`config.mk`:
```
export PLATFORM = sky130hd
export DESIGN_NAME = opd_decode
export DESIGN_NICKNAME = d
export VERILOG_FILES = /design/src/opd_pkg.sv /design/src/opd_timer.sv /design/src/opd_decode.sv
export SDC_FILE = /design/constraint.sdc
export NUM_CORES = 1
export LEC_CHECK = 0
export ABC_CLOCK_PERIOD_IN_PS = 4200
export BUFFER_PORTS_ARGS = -buffer_cell sky130_fd_sc_hd__buf_2
export CAP_MARGIN = 10
export CORE_ASPECT_RATIO = 2
export CORE_MARGIN = 2
export CORE_UTILIZATION = 60
export CTS_CLUSTER_DIAMETER = 30
export DETAILED_ROUTE_END_ITERATION = 8
export HOLD_SLACK_MARGIN = 0.03
export PLACE_DENSITY_LB_ADDON = 0.2
export SLEW_MARGIN = 20
export SYNTH_ARGS = -nofsm -noshare
export SYNTH_HDL_FRONTEND = slang
export SYNTH_SLANG_ARGS = --single-unit
```
`constraint.sdc`:
```
create_clock -name clk -period 4.2 [get_ports clk]
set_input_delay 1.05 -clock clk [delete_from_list [all_inputs] [get_ports clk]]
set_output_delay 1.05 -clock clk [all_outputs]
set_load 0.01 [all_outputs]
```
`src/opd_pkg.sv`:
```
// opcode decode and timing package: opcodes, field layouts, clock counts
// assumes one processor clock per count; used by the decoder and its timer
//
// Contract
// - load segment register, 2 or 9 clocks
// - copy segment register out, 2 or 11
// - table translate byte, 11 clocks
// - load operand address, 6 clocks
// - far pointer loads, 18 clocks, memory only
// - flags to high acc 2, back 3
// - ascii adjust 8, decimal adjust 4 clocks
// - multiply adjust 19, divide adjust 15
// - byte extend 2, word extend 4
// - unsigned divide 29/38/35/44 clocks
// - signed quotient ranges per operand kind
// - immediate multiply, byte or word immediate
// - shift kind field selects operation
// - test and, flags only, 3 or 10
// - addressing form selects displacement length
// - address calculation 4 clocks, included
// - register field maps word or byte
`default_nettype none
package opd_pkg;
    localparam logic [7:0] OP_SEG_LOAD = 8'h8E;
    localparam logic [7:0] OP_SEG_STORE = 8'h8C;
    localparam logic [7:0] OP_XLATE = 8'hD7;
    localparam logic [7:0] OP_LOAD_ADDR = 8'h8D;
    localparam logic [7:0] OP_FAR_DATA = 8'hC5;
    localparam logic [7:0] OP_FAR_EXTRA = 8'hC4;
    localparam logic [7:0] OP_FLAGS_TO_ACC = 8'h9F;
    localparam logic [7:0] OP_ACC_TO_FLAGS = 8'h9E;
    localparam logic [7:0] OP_ADJ_ADD = 8'h37;
    localparam logic [7:0] OP_DEC_ADD = 8'h27;
    localparam logic [7:0] OP_ADJ_MUL = 8'hD4;
    localparam logic [7:0] OP_ADJ_DIV = 8'hD5;
    localparam logic [7:0] ADJ_BASE = 8'h0A;
    localparam logic [7:0] OP_BYTE_EXT = 8'h98;
    localparam logic [7:0] OP_WORD_EXT = 8'h99;
    localparam logic [6:0] OP_GRP_ARITH = 7'h7B;
    localparam logic [5:0] OP_IMM_MUL = 6'h1A;
    localparam logic [6:0] OP_TEST_RM = 7'h42;
    localparam logic [6:0] OP_PORT_IN = 7'h36;
    localparam logic [6:0] OP_PORT_OUT = 7'h37;
    localparam logic [6:0] OP_STR_LOAD = 7'h56;
    localparam logic [6:0] OP_STR_STORE = 7'h55;
    localparam logic [5:0] OP_SHIFT_GRP = 6'h34;
    localparam logic [6:0] OP_SHIFT_IMM = 7'h60;
    localparam logic [2:0] GRP_MUL_S = 3'h5;
    localparam logic [2:0] GRP_DIV_U = 3'h6;
    localparam logic [2:0] GRP_DIV_S = 3'h7;
    localparam logic [1:0] FORM_REG = 2'h3;
    localparam logic [1:0] FORM_DISP8 = 2'h1;
    localparam logic [1:0] FORM_DISP16 = 2'h2;
    localparam logic [2:0] RM_DIRECT = 3'h6;
    localparam int MOD_POS = 6;
    localparam int REG_POS = 3;
    localparam logic [7:0] ADDR_CLKS = 8'h04;
    localparam logic [7:0] SEG_LOAD_CLKS_R = 8'h02;
    localparam logic [7:0] SEG_LOAD_CLKS_M = 8'h09;
    localparam logic [7:0] SEG_STORE_CLKS_R = 8'h02;
    localparam logic [7:0] SEG_STORE_CLKS_M = 8'h0B;
    localparam logic [7:0] XLATE_CLKS = 8'h0B;
    localparam logic [7:0] LOAD_ADDR_CLKS = 8'h06;
    localparam logic [7:0] FAR_CLKS = 8'h12;
    localparam logic [7:0] FLAGS_TO_ACC_CLKS = 8'h02;
    localparam logic [7:0] ACC_TO_FLAGS_CLKS = 8'h03;
    localparam logic [7:0] ADJ_ADD_CLKS = 8'h08;
    localparam logic [7:0] DEC_ADD_CLKS = 8'h04;
    localparam logic [7:0] ADJ_MUL_CLKS = 8'h13;
    localparam logic [7:0] ADJ_DIV_CLKS = 8'h0F;
    localparam logic [7:0] BYTE_EXT_CLKS = 8'h02;
    localparam logic [7:0] WORD_EXT_CLKS = 8'h04;
    localparam logic [7:0] DIVU_RB = 8'h1D;
    localparam logic [7:0] DIVU_RW = 8'h26;
    localparam logic [7:0] DIVU_MB = 8'h23;
    localparam logic [7:0] DIVU_MW = 8'h2C;
    localparam logic [7:0] DIVS_RB = 8'h2C;
    localparam logic [7:0] DIVS_RW = 8'h35;
    localparam logic [7:0] DIVS_MB = 8'h32;
    localparam logic [7:0] DIVS_MW = 8'h3B;
    localparam logic [7:0] DIVS_SPAN = 8'h08;
    localparam logic [7:0] MULS_RB = 8'h19;
    localparam logic [7:0] MULS_RW = 8'h22;
    localparam logic [7:0] MULS_MB = 8'h1F;
    localparam logic [7:0] MULS_MW = 8'h28;
    localparam logic [7:0] MULS_SPAN = 8'h03;
    localparam logic [7:0] SIGNED_PRODUCT_R = 8'h16;
    localparam logic [7:0] SIGNED_PRODUCT_M = 8'h1D;
    localparam logic [7:0] SIGNED_PRODUCT_SPAN = 8'h03;
    localparam logic [7:0] TEST_CLKS_R = 8'h03;
    localparam logic [7:0] TEST_CLKS_M = 8'h0A;
    localparam logic [7:0] PORT_STR_CLKS = 8'h0E;
    localparam logic [7:0] STR_LOAD_CLKS = 8'h0C;
    localparam logic [7:0] STR_STORE_CLKS = 8'h0A;
    localparam logic [7:0] SHIFT1_R = 8'h02;
    localparam logic [7:0] SHIFT1_M = 8'h0F;
    localparam logic [7:0] SHIFTN_R = 8'h05;
    localparam logic [7:0] SHIFTN_M = 8'h11;

    typedef enum logic [4:0] {
        OPD_NONE, OPD_SEG_LOAD, OPD_SEG_STORE, OPD_XLATE, OPD_LOAD_ADDR,
        OPD_FAR_DATA, OPD_FAR_EXTRA, OPD_FLAGS_TO_ACC, OPD_ACC_TO_FLAGS,
        OPD_ADJ_ADD, OPD_DEC_ADD, OPD_ADJ_MUL, OPD_ADJ_DIV, OPD_BYTE_EXT,
        OPD_WORD_EXT, OPD_DIV_U, OPD_DIV_S, OPD_MUL_S, OPD_IMM_MUL,
        OPD_SHIFT, OPD_TEST, OPD_PORT_IN, OPD_PORT_OUT, OPD_STR_LOAD,
        OPD_STR_STORE, OPD_ILLEGAL
    } opd_op_t;

    typedef enum logic [2:0] {
        SK_ROTATE_LEFT, SK_ROTATE_RIGHT, SK_ROTATE_LEFT_CARRY,
        SK_ROTATE_RIGHT_CARRY, SK_SHIFT_LEFT, SK_LOGICAL_SHIFT_RIGHT,
        SK_RESERVED, SK_ARITHMETIC_SHIFT_RIGHT
    } opd_shift_t;

    // one fully decoded instruction, as presented at the outputs
    typedef struct packed {
        opd_op_t op;
        opd_shift_t shift_kind_field;
        logic is_word;
        logic mem_operand;
        logic [2:0] reg_sel;
        logic [2:0] rm_sel;
        logic [1:0] disp_bytes;
        logic [1:0] imm_bytes;
        logic [7:0] clk_min;
        logic [7:0] clk_max;
    } opd_decode_t;
endpackage : opd_pkg
`default_nettype wire

```
`src/opd_timer.sv`:
```
// execution clock counter for one decoded instruction
// assumes start arrives only while idle; same clock domain as the decoder
`default_nettype none
`timescale 1ns/10ps
module opd_timer (
    input wire logic clk, // processor clock
    input wire logic nrst, // async reset, active low
    input wire logic en, // clock enable
    input wire logic start, // load a new count
    input wire logic [7:0] cycles, // clocks the instruction takes
    output logic busy, // counting down
    output logic done // last clock of the instruction
);
    import opd_pkg::*;
    logic [7:0] remain;
    logic [7:0] next_remain;
    logic next_busy;
    logic next_done;

    // count down; done marks the final execution clock
    always_comb begin
        next_remain = remain;
        next_busy = busy;
        next_done = 1'b0;
        if (start) begin
            next_remain = cycles;
            next_busy = (cycles != 8'h01);
            next_done = (cycles == 8'h01);
        end else if (busy) begin
            next_remain = remain - 8'h01;
            next_done = (remain == 8'h02);
            next_busy = (remain != 8'h02);
        end
    end

    always_ff @(posedge clk or negedge nrst) begin
        if (!nrst) begin
            remain <= 8'h00;
            busy <= 1'b0;
            done <= 1'b0;
        end else if (en) begin
            remain <= next_remain;
            busy <= next_busy;
            done <= next_done;
        end
    end
endmodule : opd_timer
`default_nettype wire

```
`src/opd_decode.sv`:
```
// opcode decoder with execution timing for the 16-bit core
// assumes bytes arrive from the prefetch queue on clk with a valid strobe
`default_nettype none
`timescale 1ns/10ps
module opd_decode (
    input wire logic clk, // processor clock
    input wire logic nrst, // async reset, active low
    input wire logic en, // clock enable, freezes all state
    input wire logic byte_valid, // queue byte present
    input wire logic [7:0] byte_data, // queue byte
    input wire logic [7:0] count_register_low, // shift count source
    input wire logic data_mem_slow, // multiply/divide takes the long end
    output logic byte_take, // registered pulse: byte consumed in the previous cycle
    output opd_pkg::opd_decode_t dec, // decoded instruction
    output logic dec_valid, // pulse: dec newly valid
    output logic exec_busy, // instruction executing
    output logic exec_done, // registered pulse: clock after the last execution clock
    output logic [7:0] exec_clocks // clocks charged to the instruction
);
    import opd_pkg::*;

    typedef enum logic [2:0] {
        ST_OPCODE, ST_MODRM, ST_SECOND, ST_DISP, ST_IMM, ST_COUNT, ST_EXEC
    } opd_state_t;

    opd_state_t state;
    opd_state_t next_state;
    opd_decode_t cur;
    opd_decode_t next_cur;
    logic [1:0] left;
    logic [1:0] next_left;
    logic next_valid;
    logic next_take;
    logic [7:0] next_clocks;
    logic start;
    logic tmr_busy;
    logic tmr_done;
    logic by_cl;
    logic next_by_cl;

    // pick register or memory figure from a pair
    function automatic logic [7:0] pick(input logic mem, input logic [7:0] r,
                                        input logic [7:0] m);
        pick = mem ? m : r;
    endfunction : pick

    // classify the opcode byte; rest of the fields come later
    function automatic opd_op_t classify(input logic [7:0] b);
        classify = OPD_NONE;
        if (b == OP_SEG_LOAD) classify = OPD_SEG_LOAD;
        else if (b == OP_SEG_STORE) classify = OPD_SEG_STORE;
        else if (b == OP_XLATE) classify = OPD_XLATE;
        else if (b == OP_LOAD_ADDR) classify = OPD_LOAD_ADDR;
        else if (b == OP_FAR_DATA) classify = OPD_FAR_DATA;
        else if (b == OP_FAR_EXTRA) classify = OPD_FAR_EXTRA;
        else if (b == OP_FLAGS_TO_ACC) classify = OPD_FLAGS_TO_ACC;
        else if (b == OP_ACC_TO_FLAGS) classify = OPD_ACC_TO_FLAGS;
        else if (b == OP_ADJ_ADD) classify = OPD_ADJ_ADD;
        else if (b == OP_DEC_ADD) classify = OPD_DEC_ADD;
        else if (b == OP_ADJ_MUL) classify = OPD_ADJ_MUL;
        else if (b == OP_ADJ_DIV) classify = OPD_ADJ_DIV;
        else if (b == OP_BYTE_EXT) classify = OPD_BYTE_EXT;
        else if (b == OP_WORD_EXT) classify = OPD_WORD_EXT;
        else if (b[7:1] == OP_GRP_ARITH) classify = OPD_DIV_U; // refined by field
        else if (b[7:2] == OP_IMM_MUL && b[0]) classify = OPD_IMM_MUL;
        else if (b[7:2] == OP_SHIFT_GRP || b[7:1] == OP_SHIFT_IMM) classify = OPD_SHIFT;
        else if (b[7:1] == OP_TEST_RM) classify = OPD_TEST;
        else if (b[7:1] == OP_PORT_IN) classify = OPD_PORT_IN;
        else if (b[7:1] == OP_PORT_OUT) classify = OPD_PORT_OUT;
        else if (b[7:1] == OP_STR_LOAD) classify = OPD_STR_LOAD;
        else if (b[7:1] == OP_STR_STORE) classify = OPD_STR_STORE;
    endfunction : classify

    // byte count of displacement from addressing form
    function automatic logic [1:0] disp_len(input logic [7:0] m);
        disp_len = 2'h0;
        if (m[7:MOD_POS] == FORM_DISP8) disp_len = 2'h1;
        else if (m[7:MOD_POS] == FORM_DISP16) disp_len = 2'h2;
        else if (m[7:MOD_POS] == 2'h0 && m[2:0] == RM_DIRECT) disp_len = 2'h2;
    endfunction : disp_len

    // clock figures once addressing byte is known; address time is inside
    function automatic opd_decode_t timing(input opd_decode_t d);
        opd_decode_t t;
        logic mem;
        logic [7:0] lo;
        logic [7:0] span;
        t = d;
        mem = d.mem_operand;
        lo = 8'h00;
        span = 8'h00;
        unique case (d.op)
            OPD_SEG_LOAD: lo = pick(mem, SEG_LOAD_CLKS_R, SEG_LOAD_CLKS_M);
            OPD_SEG_STORE: lo = pick(mem, SEG_STORE_CLKS_R, SEG_STORE_CLKS_M);
            OPD_LOAD_ADDR: lo = LOAD_ADDR_CLKS;
            OPD_FAR_DATA, OPD_FAR_EXTRA: lo = FAR_CLKS;
            OPD_DIV_U: lo = d.is_word ? pick(mem, DIVU_RW, DIVU_MW)
                                      : pick(mem, DIVU_RB, DIVU_MB);
            OPD_DIV_S: begin
                lo = d.is_word ? pick(mem, DIVS_RW, DIVS_MW)
                               : pick(mem, DIVS_RB, DIVS_MB);
                span = DIVS_SPAN;
            end
            OPD_MUL_S: begin
                lo = d.is_word ? pick(mem, MULS_RW, MULS_MW)
                               : pick(mem, MULS_RB, MULS_MB);
                span = MULS_SPAN;
            end
            OPD_IMM_MUL: begin
                lo = pick(mem, SIGNED_PRODUCT_R, SIGNED_PRODUCT_M);
                span = SIGNED_PRODUCT_SPAN;
            end
            OPD_TEST: lo = pick(mem, TEST_CLKS_R, TEST_CLKS_M);
            OPD_SHIFT: lo = pick(mem, SHIFT1_R, SHIFT1_M);
            default: lo = d.clk_min;
        endcase
        t.clk_min = lo;
        t.clk_max = lo + span;
        timing = t;
    endfunction : timing

    // decode sequencer: opcode, addressing byte, extra bytes, then execute
    always_comb begin
        next_state = state;
        next_cur = cur;
        next_left = left;
        next_valid = 1'b0;
        next_take = 1'b0;
        start = 1'b0;
        next_clocks = exec_clocks;
        next_by_cl = by_cl;
        unique case (state)
            ST_OPCODE: if (byte_valid) begin
                next_take = 1'b1;
                next_cur = '0;
                next_cur.op = classify(byte_data);
                next_cur.is_word = byte_data[0];
                next_by_cl = byte_data[1];
                next_cur.clk_min = 8'h00;
                unique case (classify(byte_data))
                    OPD_XLATE: next_cur.clk_min = XLATE_CLKS;
                    OPD_FLAGS_TO_ACC: next_cur.clk_min = FLAGS_TO_ACC_CLKS;
                    OPD_ACC_TO_FLAGS: next_cur.clk_min = ACC_TO_FLAGS_CLKS;
                    OPD_ADJ_ADD: next_cur.clk_min = ADJ_ADD_CLKS;
                    OPD_DEC_ADD: next_cur.clk_min = DEC_ADD_CLKS;
                    OPD_ADJ_MUL: next_cur.clk_min = ADJ_MUL_CLKS;
                    OPD_ADJ_DIV: next_cur.clk_min = ADJ_DIV_CLKS;
                    OPD_BYTE_EXT: next_cur.clk_min = BYTE_EXT_CLKS;
                    OPD_WORD_EXT: next_cur.clk_min = WORD_EXT_CLKS;
                    OPD_PORT_IN, OPD_PORT_OUT: next_cur.clk_min = PORT_STR_CLKS;
                    OPD_STR_LOAD: next_cur.clk_min = STR_LOAD_CLKS;
                    OPD_STR_STORE: next_cur.clk_min = STR_STORE_CLKS;
                    OPD_IMM_MUL: next_cur.imm_bytes = byte_data[1] ? 2'h1 : 2'h2;
                    OPD_SHIFT: next_cur.imm_bytes = {1'b0, ~byte_data[4]};
                    default: ;
                endcase
                next_cur.clk_max = next_cur.clk_min;
                if (classify(byte_data) == OPD_NONE) begin
                    next_state = ST_OPCODE; // unknown bytes belong to other decoders
                end else if (classify(byte_data) == OPD_ADJ_MUL
                             || classify(byte_data) == OPD_ADJ_DIV) begin
                    next_state = ST_SECOND;
                end else if (next_cur.clk_min != 8'h00) begin
                    next_state = ST_EXEC;
                end else begin
                    next_state = ST_MODRM;
                end
            end
            ST_SECOND: if (byte_valid) begin
                next_take = 1'b1;
                if (byte_data != ADJ_BASE) next_cur.op = OPD_ILLEGAL;
                next_state = ST_EXEC;
            end
            ST_MODRM: if (byte_valid) begin
                next_take = 1'b1;
                next_cur.mem_operand = (byte_data[7:MOD_POS] != FORM_REG);
                next_cur.reg_sel = byte_data[5:REG_POS];
                next_cur.rm_sel = byte_data[2:0];
                next_cur.disp_bytes = disp_len(byte_data);
                next_cur.shift_kind_field = opd_shift_t'(byte_data[5:REG_POS]);
                if (cur.op == OPD_DIV_U) begin
                    unique case (byte_data[5:REG_POS])
                        GRP_DIV_U: next_cur.op = OPD_DIV_U;
                        GRP_DIV_S: next_cur.op = OPD_DIV_S;
                        GRP_MUL_S: next_cur.op = OPD_MUL_S;
                        default: next_cur.op = OPD_NONE;
                    endcase
                end
                if (cur.op == OPD_SHIFT && byte_data[5:REG_POS] == SK_RESERVED) begin
                    next_cur.op = OPD_ILLEGAL;
                end
                if ((cur.op == OPD_FAR_DATA || cur.op == OPD_FAR_EXTRA
                     || cur.op == OPD_LOAD_ADDR) && byte_data[7:MOD_POS] == FORM_REG) begin
                    next_cur.op = OPD_ILLEGAL;
                end
                next_cur = timing(next_cur);
                next_left = next_cur.disp_bytes;
                if (next_cur.disp_bytes != 2'h0) next_state = ST_DISP;
                else if (next_cur.imm_bytes != 2'h0) begin
                    next_left = next_cur.imm_bytes;
                    next_state = ST_IMM;
                end else next_state = ST_EXEC;
            end
            ST_DISP: if (byte_valid) begin
                next_take = 1'b1;
                next_left = left - 2'h1;
                if (left == 2'h1) begin
                    next_left = cur.imm_bytes;
                    next_state = (cur.imm_bytes != 2'h0) ? ST_IMM : ST_EXEC;
                end
            end
            ST_IMM: if (byte_valid) begin
                next_take = 1'b1;
                next_left = left - 2'h1;
                if (left == 2'h1) next_state = ST_EXEC;
            end
            ST_COUNT: if (!tmr_busy && !start) next_state = ST_OPCODE;
            ST_EXEC: begin
                next_valid = 1'b1;
                start = 1'b1;
                next_clocks = data_mem_slow ? cur.clk_max : cur.clk_min;
                if (cur.op == OPD_SHIFT && (by_cl || cur.imm_bytes != 2'h0)) begin
                    // per-bit cost; the count byte form is charged the same way
                    next_clocks = pick(cur.mem_operand, SHIFTN_R, SHIFTN_M)
                                  + count_register_low;
                end
                if (cur.op == OPD_ILLEGAL || cur.op == OPD_NONE) next_clocks = 8'h01;
                next_state = ST_COUNT;
            end
            default: next_state = ST_OPCODE;
        endcase
    end

    always_ff @(posedge clk or negedge nrst) begin
        if (!nrst) begin
            state <= ST_OPCODE;
            cur <= '0;
            left <= 2'h0;
            by_cl <= 1'b0;
            dec <= '0;
            dec_valid <= 1'b0;
            byte_take <= 1'b0;
            exec_clocks <= 8'h00;
        end else if (en) begin
            state <= next_state;
            cur <= next_cur;
            left <= next_left;
            by_cl <= next_by_cl;
            dec_valid <= next_valid;
            byte_take <= next_take;
            exec_clocks <= next_clocks;
            if (next_valid) dec <= cur;
        end
    end

    // timer holds the instruction for its clock count
    opd_timer u_timer (
        .clk(clk),
        .nrst(nrst),
        .en(en),
        .start(start),
        .cycles(next_clocks),
        .busy(tmr_busy),
        .done(tmr_done)
    );

    always_ff @(posedge clk or negedge nrst) begin
        if (!nrst) begin
            exec_busy <= 1'b0;
            exec_done <= 1'b0;
        end else if (en) begin
            exec_busy <= tmr_busy;
            exec_done <= tmr_done;
        end
    end
endmodule : opd_decode
`default_nettype wire

```
==> metrics.yaml <==
die_x_um: 75.5
cpMaxStageDelayCell: "fa_1"
p_leak_nw: 3.35
ys_seq_elements: 94
worstPathCellList: "buf_2, and3b_4, o31ai_4, o2111ai_4, o31a_1, nand2_4, o211ai_1, o32a_1, ha_1, fa_1, nand2_1, a21oi_1, o2111ai_1, xnor2_1, o21ai_1"
ys_top_cells_by_area: "dfrtp_1 38%, nand2_1 10%, o21ai_0 4.1%, nor2_1 3.7%, a21oi_1 2.9%"
cpPeakStageDelay_ps: 410
cts_resized: 0
antenna_found_initial: 0
synth_top_area_share_pct: 38.3
drc: 0
crit_arrival_ps: 4030
worst_ep_required_time_ps: 4410
viasPerCell: 6.29
gp_congestion: 0.979
post-dp-hpwl_um: 14400
port_buffers: 68
nFillCells: 887
finalPower_w: 0.00454
synth_cells: 754
cp-start-kind: "input port"
clk_pin_slew_ps: 60
yosysTopAreaCell: "dfrtp_1"
die_h_um: 147
max-cap-violations: 0
grt_pass1_wl_um: 29900
clock_skew_ps: 4.88
synth_edf_count: 0
ir_drop_mv: 0.335
drtPass1Iterations: 5
tightest_slew_ps: 974
p_per_area_nw_per_um2: 646
crit_path_end_kind: "flop"
clock_latency_ps: 340
cts_tree: "yes"
critical_path_peak_fanout: 5
ff_latch_area_um2: 2350
post-cts-setup-buffers: 0
antenna_cells: 0
avgRoutedWirePerCell_um: 19.7
rsz0062_at_grt: "no"
drt_wl_total_um: 18900
initial_core_util_pct: 61.3
cts_buffers: 9
ys.flop_type: "dfrtp_1"
syn-cell-area_um2: 6140
critical_path_class: "input port to flop"
drive_above_1_share_pct: 18.3
slew_headroom_pct: 34.7
grt_max_degree: 39
clock-root-buffer: "clkbuf_16"
multiInputGateArea_um2: 3480
synth.most_common_cell: "nand2_1"
htreeDepth: 3
syn_area_per_cell_um2: 8.15
antenna_left: 0
fin_tns_setup_ps: 0
ys_top_cells_by_count: "169 x nand2_1, 94 x dfrtp_1, 60 x nor2_1"
vias: 6042
finalMaxSlewViolations: 0
synth-seq-area-share_pct: 38.3
setup_viol: 0
area_growth_pct: 14.4
nets: 858
synth.distinct_cells: 88
synthArstFlopShare_pct: 100
hold_viol_final: 0
clockBufferDepth: 2
period_minus_slack_ps: 3810
rows: 52
cts.sinks: 94
max_freq_ghz: 0.262
drtIter0Drc: 433
die_area_um2: 11100
io-pin-count: 69
syn_nets: 790
synth_warnings: 0
track_usage_pct: 35.2
overflow: 0
cp_top_family: "compound AO/OA/AOI/OAI gates"
coreArea_um2: 10000
outcome: "completed"
cts_hold_buf: 0
path_buf_inv: 1
post-route-period-util_pct: 90.8
grt_pass1_vias: 5971
min_path_type: "flop to flop"
## cells in the final DEF (no fill, tap or decap), drive strengths merged, types with 3 or more instances in the layout
master / count
a221oi: 3
clkinv: 3
inv: 26
nand4: 5
o21a: 3
a21o: 4
mux2i: 10
nand2b: 6
nand3b: 6
o211ai: 6
nand4b: 4
a22o: 6
clkbuf: 10
xnor2: 10
a21oi: 35
and2: 6
and3: 5
nor2b: 8
o311ai: 3
o21ai: 55
nor2: 60
mux2: 6
nor3: 18
o2111ai: 5
nor4: 4
o31ai: 10
nand2: 171
a211oi: 12
nand3: 31
a31oi: 9
o22ai: 7
xor2: 5
ha: 14
dfrtp: 94
or3: 7
nor3b: 6
buf: 107
## per-layer routing
layer  global-route usage [%]  vias up  part of all wire [%]  wire [um]
li1                         -     2813                     -          -
met1                     36.7     2881                    35       6580
met2                     61.0      263                    54      10100
met3                     5.83       85                   4.7        885
met4                     23.8        0                   6.8       1290
met5                        0        -                     0          0
## through the flow
step | hold WS [ps] | instances | area (um2) | utilization [%] | setup WS, ps
after global placement | 451 | 946 | 6740 | 67.2 | 141
after detailed placement | 452 | 946 | 6740 | 67.2 | 81.9
after floorplan | 439 | 754 | 6140 | - | 169
final | 463 | 961 | 7030 | 70.1 | 387
after global routing | 494 | 961 | 7030 | 70.1 | 235
after CTS | 462 | 961 | 7030 | 70.1 | 425
## worst reg2reg max path, delay by kind of cell (launching register included)
family	cells	cell delay (ps)
adder cells (fa/ha/maj)	2	630
AO/OA/AOI/OAI	8	1660
XOR/XNOR	1	160
flip-flops	1	670
AND/OR/NAND/NOR	3	440
## final cells by class
cell class | count | area share (%)
Clock buffer | 10 | 3.26
Clock inverter | 5 | 0.855
Inverter | 26 | 1.41
Multi-Input combinational cell | 584 | 49.5
Sequential cell | 94 | 33.5
Tap cell | 135 | 2.40
Timing Repair Buffer | 107 | 9.05
## state kept, by name, summed over array words and instances (netlist names), 2 cells and up, named ones only
register	count
exec_clocks	8
dec	33
state	3
u_timer.remain	8
left	2
cur	31
## final timing paths
path,from,to,slack [ps],cells after the start
setup / recovery,byte_data[3],cur[6],390,15
hold / removal,cur[29],dec[29],460,2
setup reg to reg,cur[34],cur[6],520,14
hold reg to reg,cur[29],dec[29],460,2
max in group asynchronous,nrst,cur[0],2720,2
min in group asynchronous,nrst,dec[30],630,1
## report_power, final
| part | switching, W | internal [W] | leakage [nW] |
|---|---|---|---|
| combinational | 0.00131 | 0.000838 | 1.99 |
| clock | 0.000345 | 0.000461 | 0.139 |
| sequential | 0.000349 | 0.00124 | 1.22 |
| total | 0.00200 | 0.00254 | 3.35 |
## cell families (layout without fill, tap and decap cells)
family / Yosys count / in the layout / share of synthesized area, %
and+or+nand+nor: 352 / 352 / 27.1
AOI/OAI and AO/OA: 186 / 186 / 21.2
DFF: 94 / 94 / 38.3
buffers and inverters: 76 / 148 / 5.28
muxes: 16 / 16 / 2.79
adders and majority gates: 15 / 15 / 3.18
xor gates and xnor gates: 15 / 15 / 2.14
No activity file was read; power rests on OpenSTA's default activity.
